**src/design/uesv_cfg.svh**
```systemverilog
// Offsets, field layouts, reset values of the uncorrectable severity bank.
// Assumes a 12-bit register window decoded from the low AHB address bits.
`ifndef UESV_CFG_SVH
`define UESV_CFG_SVH

`define UESV_SEV_OFFSET 12'h10c
`define UESV_IRQ_STATUS_OFFSET 12'h180
`define UESV_IRQ_CLEAR_OFFSET 12'h184
`define UESV_IRQ_ENABLE_OFFSET 12'h188
`define UESV_LAST_EVENT_OFFSET 12'h18c
`define UESV_FATAL_COUNT_OFFSET 12'h190
`define UESV_NONFATAL_COUNT_OFFSET 12'h194

`define UESV_SEV_RESET 32'h0006_2030
`define UESV_SEV_WRITABLE 32'h803f_3031
`define UESV_REPORTABLE 32'h803f_f030
`define UESV_DBE_BIT 31

`define UESV_IRQ_FATAL_BIT 0
`define UESV_IRQ_NONFATAL_BIT 1
`define UESV_IRQ_W 2

`define UESV_HTRANS_ACTIVE_BIT 1
`define UESV_HSIZE_WORD 3'h2
`define UESV_DECODE_W 12

`endif

```
**src/design/uesv_pkg.sv**
```systemverilog
// Types shared by the uncorrectable severity bank, its checker and the report model.
// Assumes uesv_cfg.svh is included first for the widths used here.
`include "uesv_cfg.svh"

package uesv_pkg;

    typedef struct packed {
        logic fatal;
        logic nonfatal;
    } uesv_report_t;

    typedef enum logic [6:0] {
        UESV_SEL_NONE     = 7'h00,
        UESV_SEL_SEV      = 7'h01,
        UESV_SEL_STATUS   = 7'h02,
        UESV_SEL_CLEAR    = 7'h04,
        UESV_SEL_ENABLE   = 7'h08,
        UESV_SEL_LAST     = 7'h10,
        UESV_SEL_FCOUNT   = 7'h20,
        UESV_SEL_NFCOUNT  = 7'h40
    } uesv_sel_t;

    typedef struct packed {
        logic [31:0] severity;
        logic [`UESV_IRQ_W-1:0] irq_status;
        logic [`UESV_IRQ_W-1:0] irq_enable;
        logic [31:0] last_event;
        logic [15:0] fatal_count;
        logic [15:0] nonfatal_count;
        logic dp_valid;
        logic dp_write;
        logic [`UESV_DECODE_W-1:0] dp_addr;
        logic [31:0] rdata;
        uesv_report_t report;
        logic [31:0] report_vec;
    } uesv_state_t;

endpackage

```
**src/design/uesv_classify.sv**
```systemverilog
// Per-event severity split of unmasked uncorrectable events.
// Assumes event, mask and enable inputs share the core clock.
`timescale 1ns/1ps
`include "uesv_cfg.svh"

module uesv_classify #(
    parameter int NUM_EVENTS = 32
) (
    // Event sources
    input wire logic [NUM_EVENTS-1:0] event_vec,
    input wire logic [NUM_EVENTS-1:0] mask_vec,
    input wire logic [NUM_EVENTS-1:0] severity_vec,
    input wire logic dbe_enable,
    // Classified hits
    output logic [NUM_EVENTS-1:0] fatal_vec,
    output logic [NUM_EVENTS-1:0] nonfatal_vec
);

    localparam logic [31:0] REPORTABLE = `UESV_REPORTABLE;

    initial begin
        if (NUM_EVENTS != 32) begin
            $error("uesv_classify serves exactly 32 events");
        end
    end

    genvar i;
    generate
        for (i = 0; i < NUM_EVENTS; i++) begin : g_evt
            logic live;
            // Obsolete and reserved positions never report
            if (i == `UESV_DBE_BIT) begin : g_dbe
                assign live = event_vec[i] & ~mask_vec[i] & REPORTABLE[i] & dbe_enable;
            end else begin : g_plain
                assign live = event_vec[i] & ~mask_vec[i] & REPORTABLE[i];
            end
            assign fatal_vec[i] = live & severity_vec[i];
            assign nonfatal_vec[i] = live & ~severity_vec[i];
        end
    endgenerate

endmodule // uesv_classify

```
**src/design/uesv_top.sv**
```systemverilog
// Uncorrectable error severity bank of one switch port, with AHB-Lite access.
// Assumes events, mask and double-bit enable come from logic on CORE_CLK.
// RST is the fundamental reset; HOT_RST covers hot and warm resets.
//
// Local design decision: the AHB-Lite slave port.
`timescale 1ns/1ps
`include "uesv_cfg.svh"

// Behaviour
// - Unmasked event on a reportable bit with severity one reports fatal
// - Unmasked event on a reportable bit with severity zero reports non-fatal
// - Masked events produce no report
// - Bit 14 read-only, always zero
// - Bit 15 read-only, always zero
// - Bit 31 writable and visible only with enable
// - Bits 4, 5 read-write, reset one
// - Bits 13, 17, 18 read-write, reset one
// - Bits 12, 16, 19-21 read-write, reset zero
// - Bit 0 stored only, no reporting effect
module uesv_top #(
    parameter int ADDR_W = 32,
    parameter int NUM_EVENTS = 32
) (
    // Clock, resets, enable
    input wire logic CORE_CLK,
    input wire logic RST,
    input wire logic HOT_RST,
    input wire logic CE,
    // AHB-Lite slave
    input wire logic HSEL,
    input wire logic [ADDR_W-1:0] HADDR,
    input wire logic [1:0] HTRANS,
    input wire logic HWRITE,
    input wire logic [2:0] HSIZE,
    input wire logic [31:0] HWDATA,
    input wire logic HREADY,
    output logic [31:0] HRDATA,
    output logic HREADYOUT,
    output logic HRESP,
    // Error sources from the port
    input wire logic [NUM_EVENTS-1:0] UE_EVENT,
    input wire logic [NUM_EVENTS-1:0] UE_MASK,
    input wire logic DBE_REPORT_EN,
    // Reports toward the root complex messaging
    output uesv_pkg::uesv_report_t ERR_REPORT,
    output logic [NUM_EVENTS-1:0] ERR_VECTOR,
    // Interrupt
    output logic IRQ
);

    localparam logic [31:0] SEV_WRITABLE = `UESV_SEV_WRITABLE;
    localparam logic [31:0] SEV_RESET = `UESV_SEV_RESET;
    localparam logic [15:0] COUNT_MAX = 16'hffff;

    localparam uesv_pkg::uesv_state_t RESET_STATE = '{
        severity: SEV_RESET,
        default: '0
    };

    initial begin
        if (ADDR_W < `UESV_DECODE_W) begin
            $error("uesv_top needs at least 12 address bits");
        end
        if (NUM_EVENTS != 32) begin
            $error("uesv_top serves exactly 32 events");
        end
    end

    // Register select from the low address bits
    function automatic uesv_pkg::uesv_sel_t decode(input logic [`UESV_DECODE_W-1:0] addr);
        uesv_pkg::uesv_sel_t sel;
        sel = uesv_pkg::UESV_SEL_NONE;
        case (addr)
            `UESV_SEV_OFFSET: begin
                sel = uesv_pkg::UESV_SEL_SEV;
            end
            `UESV_IRQ_STATUS_OFFSET: begin
                sel = uesv_pkg::UESV_SEL_STATUS;
            end
            `UESV_IRQ_CLEAR_OFFSET: begin
                sel = uesv_pkg::UESV_SEL_CLEAR;
            end
            `UESV_IRQ_ENABLE_OFFSET: begin
                sel = uesv_pkg::UESV_SEL_ENABLE;
            end
            `UESV_LAST_EVENT_OFFSET: begin
                sel = uesv_pkg::UESV_SEL_LAST;
            end
            `UESV_FATAL_COUNT_OFFSET: begin
                sel = uesv_pkg::UESV_SEL_FCOUNT;
            end
            `UESV_NONFATAL_COUNT_OFFSET: begin
                sel = uesv_pkg::UESV_SEL_NFCOUNT;
            end
            default: begin
                sel = uesv_pkg::UESV_SEL_NONE;
            end
        endcase
        return sel;
    endfunction

    // Software view of the severity word
    function automatic logic [31:0] sev_view(input logic [31:0] sev, input logic dbe_en);
        logic [31:0] v;
        v = sev & SEV_WRITABLE;
        v[`UESV_DBE_BIT] = sev[`UESV_DBE_BIT] & dbe_en;
        return v;
    endfunction

    function automatic logic [15:0] sat_inc(input logic [15:0] c);
        return (c == COUNT_MAX) ? c : c + 16'h0001;
    endfunction

    uesv_pkg::uesv_state_t s_q;
    uesv_pkg::uesv_state_t s_d;

    logic [NUM_EVENTS-1:0] fatal_hits;
    logic [NUM_EVENTS-1:0] nonfatal_hits;
    logic [31:0] sev_effective;

    // Stored bit 31 is kept while the enable is low but steers nothing
    assign sev_effective = sev_view(s_q.severity, DBE_REPORT_EN);

    uesv_classify #(
        .NUM_EVENTS(NUM_EVENTS)
    ) u_classify (
        .event_vec(UE_EVENT),
        .mask_vec(UE_MASK),
        .severity_vec(sev_effective),
        .dbe_enable(DBE_REPORT_EN),
        .fatal_vec(fatal_hits),
        .nonfatal_vec(nonfatal_hits)
    );

    always_comb begin
        logic a_valid;
        logic wr_ok;
        logic any_fatal;
        logic any_nonfatal;
        logic [`UESV_IRQ_W-1:0] clr;
        logic [`UESV_IRQ_W-1:0] set;
        logic [31:0] merged;
        uesv_pkg::uesv_state_t hot;
        uesv_pkg::uesv_sel_t rsel;

        a_valid = 1'b0;
        wr_ok = 1'b0;
        any_fatal = 1'b0;
        any_nonfatal = 1'b0;
        clr = '0;
        set = '0;
        merged = '0;
        hot = RESET_STATE;
        rsel = uesv_pkg::UESV_SEL_NONE;
        s_d = s_q;

        // Data phase of a write; non-word sizes are dropped
        wr_ok = s_q.dp_valid & s_q.dp_write;
        if (wr_ok) begin
            unique case (decode(s_q.dp_addr))
                uesv_pkg::UESV_SEL_SEV: begin
                    merged = (s_q.severity & ~SEV_WRITABLE) | (HWDATA & SEV_WRITABLE);
                    if (!DBE_REPORT_EN) begin
                        merged[`UESV_DBE_BIT] = s_q.severity[`UESV_DBE_BIT];
                    end
                    s_d.severity = merged;
                end
                uesv_pkg::UESV_SEL_CLEAR: begin
                    clr = HWDATA[`UESV_IRQ_W-1:0];
                end
                uesv_pkg::UESV_SEL_ENABLE: begin
                    s_d.irq_enable = HWDATA[`UESV_IRQ_W-1:0];
                end
                uesv_pkg::UESV_SEL_STATUS,
                uesv_pkg::UESV_SEL_LAST,
                uesv_pkg::UESV_SEL_FCOUNT,
                uesv_pkg::UESV_SEL_NFCOUNT,
                uesv_pkg::UESV_SEL_NONE: begin
                    s_d.severity = s_q.severity;
                end
            endcase
        end

        // Reports leave one cycle after the event
        any_fatal = |fatal_hits;
        any_nonfatal = |nonfatal_hits;
        s_d.report.fatal = any_fatal;
        s_d.report.nonfatal = any_nonfatal;
        s_d.report_vec = fatal_hits | nonfatal_hits;
        if (any_fatal | any_nonfatal) begin
            s_d.last_event = fatal_hits | nonfatal_hits;
        end
        if (any_fatal) begin
            s_d.fatal_count = sat_inc(s_q.fatal_count);
        end
        if (any_nonfatal) begin
            s_d.nonfatal_count = sat_inc(s_q.nonfatal_count);
        end

        // Sticky status: a new event wins over a clear in the same cycle
        set[`UESV_IRQ_FATAL_BIT] = any_fatal;
        set[`UESV_IRQ_NONFATAL_BIT] = any_nonfatal;
        s_d.irq_status = (s_q.irq_status & ~clr) | set;

        // Address phase
        a_valid = HSEL & HREADY & HTRANS[`UESV_HTRANS_ACTIVE_BIT];
        s_d.dp_valid = a_valid & (HSIZE == `UESV_HSIZE_WORD);
        s_d.dp_write = HWRITE;
        s_d.dp_addr = HADDR[`UESV_DECODE_W-1:0];

        // Read data from the next state, so a read right after a write sees it
        s_d.rdata = '0;
        if (a_valid && !HWRITE) begin
            rsel = decode(HADDR[`UESV_DECODE_W-1:0]);
            unique case (rsel)
                uesv_pkg::UESV_SEL_SEV: begin
                    s_d.rdata = sev_view(s_d.severity, DBE_REPORT_EN);
                end
                uesv_pkg::UESV_SEL_STATUS: begin
                    s_d.rdata = {{(32-`UESV_IRQ_W){1'b0}}, s_d.irq_status};
                end
                uesv_pkg::UESV_SEL_ENABLE: begin
                    s_d.rdata = {{(32-`UESV_IRQ_W){1'b0}}, s_d.irq_enable};
                end
                uesv_pkg::UESV_SEL_LAST: begin
                    s_d.rdata = s_d.last_event;
                end
                uesv_pkg::UESV_SEL_FCOUNT: begin
                    s_d.rdata = {16'h0000, s_d.fatal_count};
                end
                uesv_pkg::UESV_SEL_NFCOUNT: begin
                    s_d.rdata = {16'h0000, s_d.nonfatal_count};
                end
                uesv_pkg::UESV_SEL_CLEAR,
                uesv_pkg::UESV_SEL_NONE: begin
                    s_d.rdata = '0;
                end
            endcase
        end

        // Hot or warm reset clears all but the sticky severity word
        if (HOT_RST) begin
            hot.severity = s_d.severity;
            s_d = hot;
        end
    end

    // Only the fundamental reset restores severity defaults
    always_ff @(posedge CORE_CLK or posedge RST) begin
        if (RST) begin
            s_q <= RESET_STATE;
        end else if (CE) begin
            s_q <= s_d;
        end
    end

    assign HRDATA = s_q.rdata;
    assign HREADYOUT = 1'b1;
    assign HRESP = 1'b0;
    assign ERR_REPORT = s_q.report;
    assign ERR_VECTOR = s_q.report_vec;
    assign IRQ = |(s_q.irq_status & s_q.irq_enable);

endmodule // uesv_top

```
**config.mk**
```make
export PLATFORM = sky130hd
export DESIGN_NAME = uesv_top
export DESIGN_NICKNAME = d
export VERILOG_FILES = /design/src/design/uesv_pkg.sv /design/src/design/uesv_classify.sv /design/src/design/uesv_top.sv
export VERILOG_INCLUDE_DIRS = /design/src /design/src/design
export SDC_FILE = /design/constraint.sdc
export NUM_CORES = 1
export LEC_CHECK = 0
export BUFFER_PORTS_ARGS = -buffer_cell sky130_fd_sc_hd__buf_2
export CAP_MARGIN = 20
export CORE_MARGIN = 5
export CORE_UTILIZATION = 57
export CTS_BUF_LIST = sky130_fd_sc_hd__clkbuf_8
export DETAILED_ROUTE_END_ITERATION = 8
export GPL_ROUTABILITY_DRIVEN = 0
export PLACE_DENSITY = 0.84
export RECOVER_POWER = 25
export SETUP_SLACK_MARGIN = 0.15
export SLEW_MARGIN = 20
export SYNTH_ARGS = -nofsm -noshare
export SYNTH_HDL_FRONTEND = slang
export SYNTH_HIERARCHICAL = 1
export SYNTH_SLANG_ARGS = --single-unit
```
**constraint.sdc**
```tcl
create_clock -name CORE_CLK -period 8.05 [get_ports CORE_CLK]
set_clock_uncertainty 0.15 [all_clocks]
set_input_delay 2.415 -clock CORE_CLK [delete_from_list [all_inputs] [get_ports CORE_CLK]]
set_output_delay 2.415 -clock CORE_CLK [all_outputs]
set_load 0.02 [all_outputs]
```
==> flow_metrics.env, run 1 <==
export IMPL_finalSetupViolCount=0
export IMPL_post_cts_repair_setup_buffers=0
export IMPL_internal_uw=1190
export IMPL_count_of_flip_flops_with_a_built_in_enable_after_synthesis=0
export IMPL_timing_max_cap_violations=2
export IMPL_run_status="finished with violations"
export IMPL_worst_path_max_delay_cell="sky130_fd_sc_hd__clkbuf_1"
export IMPL_vias_per_cell=6.02
export IMPL_timing_final_hold_violations=0
export IMPL_post_cts_resized=0
export IMPL_cp_data_arrival_time_ns=6.93
export IMPL_final_core_utilization_pct=61.1
export IMPL_portBuffers=129
export IMPL_synth_cells=957
export IMPL_finalWorstPathRequiredPeriod_ns=6.72
export IMPL_switching_share_pct=29.0
export IMPL_irDropWorstVdd_v=0.000110
export IMPL_power_net_switching_uw=486
export IMPL_ioPinCount=210
export IMPL_rsz0062_at_grt="false"
export IMPL_hpwlAfterDp_mm=16.3
export IMPL_max_clock_path_buffers=2
export IMPL_globalRouteTotalUtil_pct=25.1
export IMPL_fmaxAchievable_ghz=0.149
export IMPL_seq_area_frac_synth_pct=43.6
export IMPL_vias=7379
export IMPL_top_layer="met4"
export IMPL_die_area_um2=18800
export IMPL_clock_insertion_delay_worst_skew_ns=0.46
export IMPL_cts_max_level=4
export IMPL_cp_launch_type="primary input"
export IMPL_worstSetupEndpointType="register"
export IMPL_synth_avg_cell_area_um2=9.60
export IMPL_combPwrFrac_pct=12.7
export IMPL_critPathMaxStageDelay_ns=1.54
export IMPL_final_area_um2=9670
export IMPL_synth_most_common_cell="sky130_fd_sc_hd__dfrtp_1"
export IMPL_antenna_found_initial=0
export IMPL_fp_dieH_um=137
export IMPL_wl_per_cell_um=18.7
export IMPL_core_region_area_um2=15800
export IMPL_post_cts_hold_buffer_count=0
export IMPL_detailedRoute_firstPassIterationCount=6
export IMPL_fin_nets=1139
export IMPL_timing_max_slew_rel_slack_pct=-162
export IMPL_synth_async_reset_ratio_pct=100
export IMPL_grt_pass1_vias=7074
export IMPL_antennaDiodeCount=0
export IMPL_transition_time_at_the_pin_with_the_least_slew_margin_ns=3.91
export IMPL_yosys_area_top_type_share_pct=42.2
export IMPL_slew_viol_final=135
export IMPL_grt_overflow=0
export IMPL_timing_critical_path_required_ns=8.25
export IMPL_die_width_um=137
export IMPL_clock_tree_root_cell="sky130_fd_sc_hd__clkbuf_8"
export IMPL_wl_met2_mm=10.9
export IMPL_area_overhead_of_the_layout_relative_to_synthesis_pct=5.20
export IMPL_clock_sinks=160
export IMPL_length_of_routed_wiring_on_met1_mm=9.58
export IMPL_synth_flop_cell="sky130_fd_sc_hd__dfrtp_1"
export IMPL_setup_total_negative_slack_ns=0
export IMPL_crit_path_cells="buf_2 > clkbuf_1 > clkinv_2 > or2_0 > nor2_1 > mux2_2"
export IMPL_netlist_top_cells_count="155 x sky130_fd_sc_hd__dfrtp_1, 107 x sky130_fd_sc_hd__buf_4, 81 x sky130_fd_sc_hd__nand2_1"
export IMPL_drc=0
export IMPL_dr_first_iter_drc_count=730
export IMPL_clock_transition_at_the_registers_of_the_reported_paths_ns=0.09
export IMPL_path_max_fanout=50
export IMPL_fin_total_pwr_uw=1680
export IMPL_largest_net_degree_at_the_start_of_global_routing=91
export IMPL_postRouteAntennaNets=0
export IMPL_pwr_share_seq_pct=53.5
export IMPL_synthesis_stage_register_bit_count=160
export IMPL_clock_tree_from_tritoncts="yes"
export IMPL_route_met3_wl_mm=1.71
export IMPL_drt_total_wl_mm=22.9
export IMPL_violations="capacitance limit, slew limit"
export IMPL_total_leakage_power_uw=0.00455
export IMPL_worstHoldPathType="register to register"
export IMPL_power_density_cell_area_nw_per_um2=173
export IMPL_synth_yosys_warnings=6
export IMPL_power_clock_fraction_pct=33.8
export IMPL_synth_largest_area_cell="sky130_fd_sc_hd__dfrtp_1"
export IMPL_ratio_of_cells_with_drive_above_1_in_the_final_layout_pct=20.0
export IMPL_grt_first_pass_wirelength_mm=36.8
export IMPL_post_dp_cell_area_um2=9300
export IMPL_synthDistinctLibCells=72
export IMPL_numCtsBuffers=17
export IMPL_post_synth_main_area_contributors="sky130_fd_sc_hd__dfrtp_1 42%, sky130_fd_sc_hd__buf_4 8.7%, sky130_fd_sc_hd__o2bb2ai_1 5.6%"
export IMPL_path_class="primary input to register"
export IMPL_initial_cell_density_of_the_core_pct=58.1
export IMPL_finalCritPeriodShare_pct=83.5
export IMPL_row_count=46
export IMPL_netlist_area_um2=9190
[cells in the final DEF, fill, tap and decap left out, types with 23 or more instances in the layout]
cell | synthesis | routed
sky130_fd_sc_hd__a21oi_1 | 25 | 25
sky130_fd_sc_hd__o21ai_0 | 71 | 71
sky130_fd_sc_hd__inv_1 | 30 | 28
sky130_fd_sc_hd__nor2_1 | 63 | 62
sky130_fd_sc_hd__nand2_1 | 81 | 81
sky130_fd_sc_hd__conb_1 | 3 | 44
sky130_fd_sc_hd__mux2i_1 | 33 | 33
sky130_fd_sc_hd__buf_2 | 17 | 129
sky130_fd_sc_hd__nor4_1 | 23 | 23
sky130_fd_sc_hd__dfrtp_1 | 155 | 155
sky130_fd_sc_hd__o2bb2ai_1 | 59 | 59
[stage by stage]
stage          instances  hold slack, ns  setup WS [ns]
2_1_floorplan        998           0.298           1.17
3_3_place_gp        1193           0.311           2.19
3_5_place_dp        1193           0.318           2.10
4_1_cts             1225           0.338           2.60
5_1_grt             1225           0.358           1.21
6_report            1225           0.335           1.33
[registers in the layout, summed over array words and instances, names as in the netlist]
register and count:
ERR_VECTOR 32, s_q 94, ERR_REPORT 2, HRDATA 32
[cells by family after synthesis]
logic type	after synthesis	synth area share [%]
compound gates	248	19.1
fa+ha+maj	2	0.272
other cells	3	0.123
buf+inv	189	12.5
flops	160	43.6
mux	46	5.19
simple gates	288	17.2
xor+xnor	21	2.00
[per-layer routing]
layer / vias to the layer above / global-route usage (%)
met5: - / 0
met4: 0 / 9.42
met3: 64 / 5.59
met2: 342 / 39.9
met1: 3550 / 33.7
li1: 3423 / -
[power by group through the flow]
stage | clock network, µW | logic [µW] | registers (µW)
2_1_floorplan | 0 | 185 | 895
3_3_place_gp | 0 | 204 | 909
3_5_place_dp | 0 | 209 | 912
4_1_cts | 573 | 210 | 897
5_1_grt | 607 | 236 | 905
6_report | 566 | 213 | 898
[critical path: cells and delay by family]
kind,cells,cell delay (ns)
buffers and inverters,3,2.95
multiplexers,1,0.36
AND/OR/NAND/NOR,2,1.18
[worst paths after layout]
path                          start              to  slack [ns]  depth (start not counted)
min                        s_q[125]        s_q[125]        0.34                          2
min in group asynchronous       RST        s_q[164]        2.96                          2
max in group asynchronous       RST  ERR_VECTOR[17]        2.64                          3
max                              CE        s_q[179]        1.33                          6
max reg2reg                s_q[167]        s_q[117]        4.09                          9
min reg2reg                s_q[125]        s_q[125]        0.34                          2
[final cells by class]
type / count / area, µm²
repair buffers: 138 / 709
well taps: 216 / 270
clock buffers: 19 / 262
multi-input cells: 649 / 4190
flip-flops and latches: 160 / 4010
inverters: 30 / 115
clock inverters: 13 / 114
fillers: 1301 / 6160
Power figures use the tool's default switching activity.
==> run 2, diff against run 1 <==
Clock period 8.05 ns to 6.4 ns, I/O delays scaled along.
==> flow_metrics.env, run 2 (synthesis results as in run 1) <==
export IMPL_fmaxAchievable_ghz=0.191
export IMPL_rr_worst_depth=9
export IMPL_rsz0062_at_grt="false"
export IMPL_clock_sinks=160
export IMPL_cp_launch_type="primary input"
export IMPL_numCtsBuffers=17
export IMPL_route_met3_wl_mm=1.79
export IMPL_irDropWorstVdd_v=0.000142
export IMPL_setup_ws_ns=1.17
export IMPL_finalCritPeriodShare_pct=81.8
export IMPL_worstReg2RegEnd="HRDATA[14]"
export IMPL_drc=0
export IMPL_finalWorstPathRequiredPeriod_ns=5.23
export IMPL_largest_register_ff_count=94
export IMPL_ratio_of_cells_with_drive_above_1_in_the_final_layout_pct=19.9
export IMPL_portBuffers=129
export IMPL_vias_per_cell=6.03
export IMPL_clock_insertion_delay_worst_skew_ns=0.48
export IMPL_critPathMaxStageDelay_ns=1.46
export IMPL_postRouteAntennaNets=0
export IMPL_wl_per_cell_um=18.6
export IMPL_most_common_layout_cells="155 x sky130_fd_sc_hd__dfrtp_1, 128 x sky130_fd_sc_hd__buf_2, 81 x sky130_fd_sc_hd__nand2_1"
export IMPL_timing_final_hold_violations=0
export IMPL_wl_met2_mm=10.7
export IMPL_cts_max_level=4
export IMPL_grt_overflow=0
export IMPL_row_count=46
export IMPL_hold_end="s_q[139]"
export IMPL_timing_critical_path_required_ns=6.62
export IMPL_cp_data_arrival_time_ns=5.45
export IMPL_max_clock_path_buffers=2
export IMPL_crit_family="buffers and inverters"
export IMPL_vias=7409
export IMPL_grt_first_pass_wirelength_mm=36.0
export IMPL_length_of_routed_wiring_on_met1_mm=9.61
export IMPL_post_cts_resized=0
export IMPL_clock_transition_at_the_registers_of_the_reported_paths_ns=0.09
export IMPL_place_worst_setup_slack_ns=1.60
export IMPL_detailedRoute_firstPassIterationCount=9
export IMPL_timing_max_slew_rel_slack_pct=-33.2
export IMPL_hold_path_startpoint="s_q[139]"
export IMPL_hold_slack_ns=0.339
export IMPL_total_leakage_power_uw=0.00459
export IMPL_area_overhead_of_the_layout_relative_to_synthesis_pct=5.88
export IMPL_worstSetupEndpointType="register"
export IMPL_worst_path_max_delay_cell="sky130_fd_sc_hd__clkbuf_1"
export IMPL_fp_dieH_um=137
export IMPL_die_area_um2=18800
export IMPL_finalSetupViolCount=0
export IMPL_final_area_um2=9730
export IMPL_timing_max_cap_violations=1
export IMPL_grt_pass1_vias=6967
export IMPL_path_max_fanout=42
export IMPL_worstHoldPathType="register to register"
export IMPL_ioPinCount=210
export IMPL_drt_total_wl_mm=22.8
export IMPL_antenna_found_initial=1
export IMPL_post_cts_repair_setup_buffers=0
export IMPL_seqCellArea_um2=4010
export IMPL_clock_tree_from_tritoncts="yes"
export IMPL_hpwlAfterDp_mm=16.0
export IMPL_transition_time_at_the_pin_with_the_least_slew_margin_ns=2.00
export IMPL_slew_viol_final=43
export IMPL_path_class="primary input to register"
export IMPL_violations="capacitance limit, slew limit"
export IMPL_worstPathBufferInverterCount=3
export IMPL_multi_input_gate_area_in_the_final_layout_um2=4190
export IMPL_fin_nets=1142
export IMPL_power_density_cell_area_nw_per_um2=220
export IMPL_run_status="finished with violations"
export IMPL_largest_net_degree_at_the_start_of_global_routing=161
export IMPL_core_region_area_um2=15800
export IMPL_initial_cell_density_of_the_core_pct=58.1
export IMPL_ff2ff_setup_slack_ns=3.13
export IMPL_dr_first_iter_drc_count=699
export IMPL_setup_total_negative_slack_ns=0
export IMPL_post_cts_hold_buffer_count=0
export IMPL_mostFrequentLayoutCell="sky130_fd_sc_hd__dfrtp_1"
export IMPL_top_layer="met4"
export IMPL_crit_path_cells="clkbuf_1 > clkbuf_1 > clkinv_2 > or2_0 > nor2_1 > mux2_2"
export IMPL_worst_path_most_repeated_cell="sky130_fd_sc_hd__clkbuf_1"
export IMPL_max_flop_register="s_q"
export IMPL_rr_startpoint="s_q[165]"
export IMPL_clock_tree_root_cell="sky130_fd_sc_hd__clkbuf_8"
export IMPL_die_width_um=137
export IMPL_post_dp_cell_area_um2=9330
export IMPL_final_fill_count=1307
export IMPL_min_path_cells=1
export IMPL_globalRouteTotalUtil_pct=24.7
[run 2: worst max path at each step]
stage	depth (start not counted)	start	to	slack (ns)
5_1_grt	6	CE	s_q[179]	0.99
2_1_floorplan	1	RST	ERR_REPORT[0]	2.31
3_3_place_gp	10	UE_EVENT[17]	HRDATA[31]	1.70
4_1_cts	10	UE_EVENT[17]	HRDATA[31]	2.11
3_5_place_dp	10	UE_EVENT[17]	HRDATA[31]	1.60
6_report	6	CE	s_q[179]	1.17
[run 2: metrics by stage]
step           util [%]  instances  power [µW]
6_report           61.5       1229        2140
5_1_grt            61.5       1229        2230
4_1_cts            61.4       1227        2140
3_5_place_dp       58.9       1195        1410
3_3_place_gp       58.9       1194        1400
2_1_floorplan         -        998        1360
[run 2: layout make-up]
class / count / share of cell area [%]
Timing Repair Buffer: 141 / 7.77
Tap cell: 216 / 2.78
Multi-Input combinational cell: 649 / 43.0
Clock inverter: 14 / 1.48
Sequential cell: 160 / 41.2
Antenna cell: 1 / 0.0257
Inverter: 30 / 1.18
Clock buffer: 18 / 2.55
[run 2: power by group]
group / switching, µW / internal [µW]
clock: 384 / 356
sequential: 57.3 / 1070
combinational: 168 / 102
[run 2: metal layers]
layer | vias to the layer above | global-route usage, %
met5 | - | 0
met4 | 0 | 11.4
met3 | 54 | 5.59
met2 | 319 | 38.6
met1 | 3611 | 32.9
li1 | 3425 | -
[run 2: worst reg2reg max path: cells and delay by family (launching register included)]
| kind | cells | cell delay [ns] |
|---|---|---|
| compound gates | 4 | 0.57 |
| buf+inv | 1 | 0.33 |
| flops | 1 | 0.56 |
| simple gates | 4 | 1.56 |
==> run 3, diff against run 2 <==
Settings changed: ABC_AREA set to 1, CORE_UTILIZATION 57 to 52, PLACE_DENSITY 0.84 to 0.8.
Clock period 6.4 ns to 4.68 ns, I/O delays scaled along.
==> flow_metrics.env, run 3 <==
export IMPL_run_status="finished with violations"
export IMPL_violations="capacitance limit, slew limit"
export IMPL_synth_avg_cell_area_um2=7.50
export IMPL_largest_net_degree_at_the_start_of_global_routing=161
export IMPL_setup_ws_ns=1.42
export IMPL_synth_most_common_cell="sky130_fd_sc_hd__nand2_1"
export IMPL_post_synth_main_area_contributors="sky130_fd_sc_hd__dfrtp_1 40%, sky130_fd_sc_hd__nand2_1 13%, sky130_fd_sc_hd__buf_4 8.5%"
export IMPL_slew_viol_final=205
export IMPL_timing_max_cap_violations=2
export IMPL_fp_dieH_um=146
export IMPL_drt_total_wl_mm=23.9
export IMPL_grt_overflow=0
export IMPL_row_count=49
export IMPL_seqCellArea_um2=4010
export IMPL_grt_pass1_vias=8362
export IMPL_finalCritPeriodShare_pct=69.6
export IMPL_final_core_utilization_pct=56.1
export IMPL_setup_total_negative_slack_ns=0
export IMPL_multi_input_gate_area_in_the_final_layout_um2=4340
export IMPL_transition_time_at_the_pin_with_the_least_slew_margin_ns=2.19
export IMPL_clock_tree_from_tritoncts="yes"
export IMPL_cp_data_arrival_time_ns=3.51
export IMPL_met2_layer_usage_reported_by_global_route_pct=37.0
export IMPL_timing_critical_path_required_ns=4.94
export IMPL_clock_transition_at_the_registers_of_the_reported_paths_ns=0.09
export IMPL_initial_cell_density_of_the_core_pct=53.0
export IMPL_netlist_area_um2=9590
export IMPL_clock_sinks=160
export IMPL_cts_max_level=4
export IMPL_ioPinCount=210
export IMPL_finalSetupViolCount=0
export IMPL_worstSetupEndpointType="register"
export IMPL_dr_first_iter_drc_count=810
export IMPL_path_max_fanout=24
export IMPL_numCtsBuffers=17
export IMPL_highest_utilization_routing_layer_at_the_global_route_stage="met2"
export IMPL_total_leakage_power_uw=0.00509
export IMPL_globalRouteMet1Util_pct=31.2
export IMPL_wl_per_cell_um=15.2
export IMPL_place_worst_setup_slack_ns=0.992
export IMPL_grt_first_pass_wirelength_mm=40.4
export IMPL_synth_yosys_warnings=6
export IMPL_max_clock_path_buffers=2
export IMPL_synth_flop_cell="sky130_fd_sc_hd__dfrtp_1"
export IMPL_post_cts_repair_setup_buffers=0
export IMPL_largest_register_ff_count=94
export IMPL_die_area_um2=21300
export IMPL_final_fill_count=1688
export IMPL_most_common_layout_cells="336 x sky130_fd_sc_hd__nand2_1, 155 x sky130_fd_sc_hd__dfrtp_1, 139 x sky130_fd_sc_hd__o21ai_0"
export IMPL_count_of_flip_flops_with_a_built_in_enable_after_synthesis=0
export IMPL_cp_launch_type="primary input"
export IMPL_area_overhead_of_the_layout_relative_to_synthesis_pct=5.67
export IMPL_globalRouteTotalUtil_pct=23.0
export IMPL_vias=8410
export IMPL_netlist_top_cells_count="336 x sky130_fd_sc_hd__nand2_1, 155 x sky130_fd_sc_hd__dfrtp_1, 139 x sky130_fd_sc_hd__o21ai_0"
export IMPL_clock_tree_root_cell="sky130_fd_sc_hd__clkbuf_8"
export IMPL_post_cts_hold_buffer_count=0
export IMPL_synth_cells=1279
export IMPL_path_class="primary input to register"
export IMPL_seq_area_frac_synth_pct=41.8
export IMPL_global_route_usage_met3_pct=4.92
export IMPL_rsz0062_at_grt="false"
export IMPL_detailedRoute_firstPassIterationCount=6
export IMPL_antenna_found_initial=2
export IMPL_timing_final_hold_violations=0
export IMPL_clock_insertion_delay_worst_skew_ns=0.47
export IMPL_vias_per_cell=5.36
export IMPL_synthDistinctLibCells=43
export IMPL_post_cts_resized=0
export IMPL_power_density_cell_area_nw_per_um2=287
export IMPL_synth_async_reset_ratio_pct=100
export IMPL_core_region_area_um2=18100
export IMPL_yosys_area_top_type_share_pct=40.4
export IMPL_die_width_um=146
export IMPL_fin_nets=1467
export IMPL_finalWorstPathRequiredPeriod_ns=3.26
export IMPL_worstHoldPathType="register to register"
export IMPL_hpwlAfterDp_mm=16.5
export IMPL_timing_max_slew_rel_slack_pct=-45.8
export IMPL_mostFrequentLayoutCell="sky130_fd_sc_hd__nand2_1"
export IMPL_synth_largest_area_cell="sky130_fd_sc_hd__dfrtp_1"
export IMPL_post_dp_cell_area_um2=9760
export IMPL_portBuffers=129
export IMPL_final_area_um2=10100
export IMPL_irDropWorstVdd_v=0.000194
export IMPL_max_flop_register="s_q"
export IMPL_fmaxAchievable_ghz=0.307
export IMPL_synthesis_stage_register_bit_count=160
export IMPL_postRouteAntennaNets=0
export IMPL_ratio_of_cells_with_drive_above_1_in_the_final_layout_pct=15.6
export IMPL_drc=0
## run 3: changes by cell type after synthesis, moves of 59 or more
cell / change
sky130_fd_sc_hd__o21ai_0: +68
sky130_fd_sc_hd__nand2_1: +255
sky130_fd_sc_hd__nand3_1: +95
sky130_fd_sc_hd__nor2_1: +63
sky130_fd_sc_hd__inv_1: +67
sky130_fd_sc_hd__o2bb2ai_1: -59
## run 3: worst paths after layout
path                          startpoint              to  slack, ns  cells after the start
setup / recovery           DBE_REPORT_EN       HRDATA[2]       1.42                     17
hold / removal                 HRDATA[8]       HRDATA[8]       0.33                      2
setup reg to reg                s_q[166]       HRDATA[2]       2.04                     14
hold reg to reg                HRDATA[8]       HRDATA[8]       0.33                      2
max in group asynchronous            RST        s_q[101]       1.45                      3
min in group asynchronous            RST  ERR_VECTOR[19]       1.54                      3
## run 3: power by group
part	switching, µW	internal (µW)
logic	242	112
registers	48.3	1460
clock network	542	502
total	832	2070
## run 3: layout make-up
class                   instances  share of cell area, %
flip-flops and latches        160                   39.6
well taps                     229                   2.83
diodes                          2                 0.0494
clock buffers                  19                   2.58
clock inverters                13                   1.35
repair buffers                138                   6.97
multi-input cells             904                   42.8
inverters                     103                   3.91
## run 3: kinds of logic after synthesis
family	count (synthesis)	synth area share [%]
AOI/OAI and AO/OA	208	12.5
xor gates and xnor gates	18	1.64
adders and majority gates	2	0.261
buffers and inverters	256	14.6
DFF	160	41.8
muxes	6	0.626
other	3	0.117
and+or+nand+nor	626	28.4
## run 3: worst max-delay path: stages
cell and delay, ns:
sky130_fd_sc_hd__buf_2 0.13, sky130_fd_sc_hd__nand2_1 0.06, sky130_fd_sc_hd__inv_1 0.07, sky130_fd_sc_hd__nor2_1 0.05, sky130_fd_sc_hd__nor2_1 0.09, sky130_fd_sc_hd__nand2_1 0.08
sky130_fd_sc_hd__nor2_2 0.18, sky130_fd_sc_hd__nand2_2 0.11, sky130_fd_sc_hd__nor2_8 0.31, sky130_fd_sc_hd__nand2_4 0.25, sky130_fd_sc_hd__clkinv_4 0.22, sky130_fd_sc_hd__nand2_1 0.09
sky130_fd_sc_hd__nand2_1 0.17, sky130_fd_sc_hd__nand2_1 0.08, sky130_fd_sc_hd__nand3_1 0.09, sky130_fd_sc_hd__nand2_1 0.05, sky130_fd_sc_hd__nand2_1 0.07
## run 3: per-stage QoR
stage | power [µW] | hold slack (ns) | instances
4_1_cts | 2920 | 0.332 | 1566
3_5_place_dp | 1880 | 0.310 | 1534
2_1_floorplan | 1820 | 0.297 | 1320
3_3_place_gp | 1870 | 0.308 | 1534
6_report | 2910 | 0.330 | 1568
5_1_grt | 3040 | 0.352 | 1568
## run 3: routing by layer
layer  vias to the layer above  share of wire [%]
met5                         -                  0
met3                        31                6.9
met4                         0                1.8
met2                       291                 47
met1                      3985                 45
li1                       4103                  -
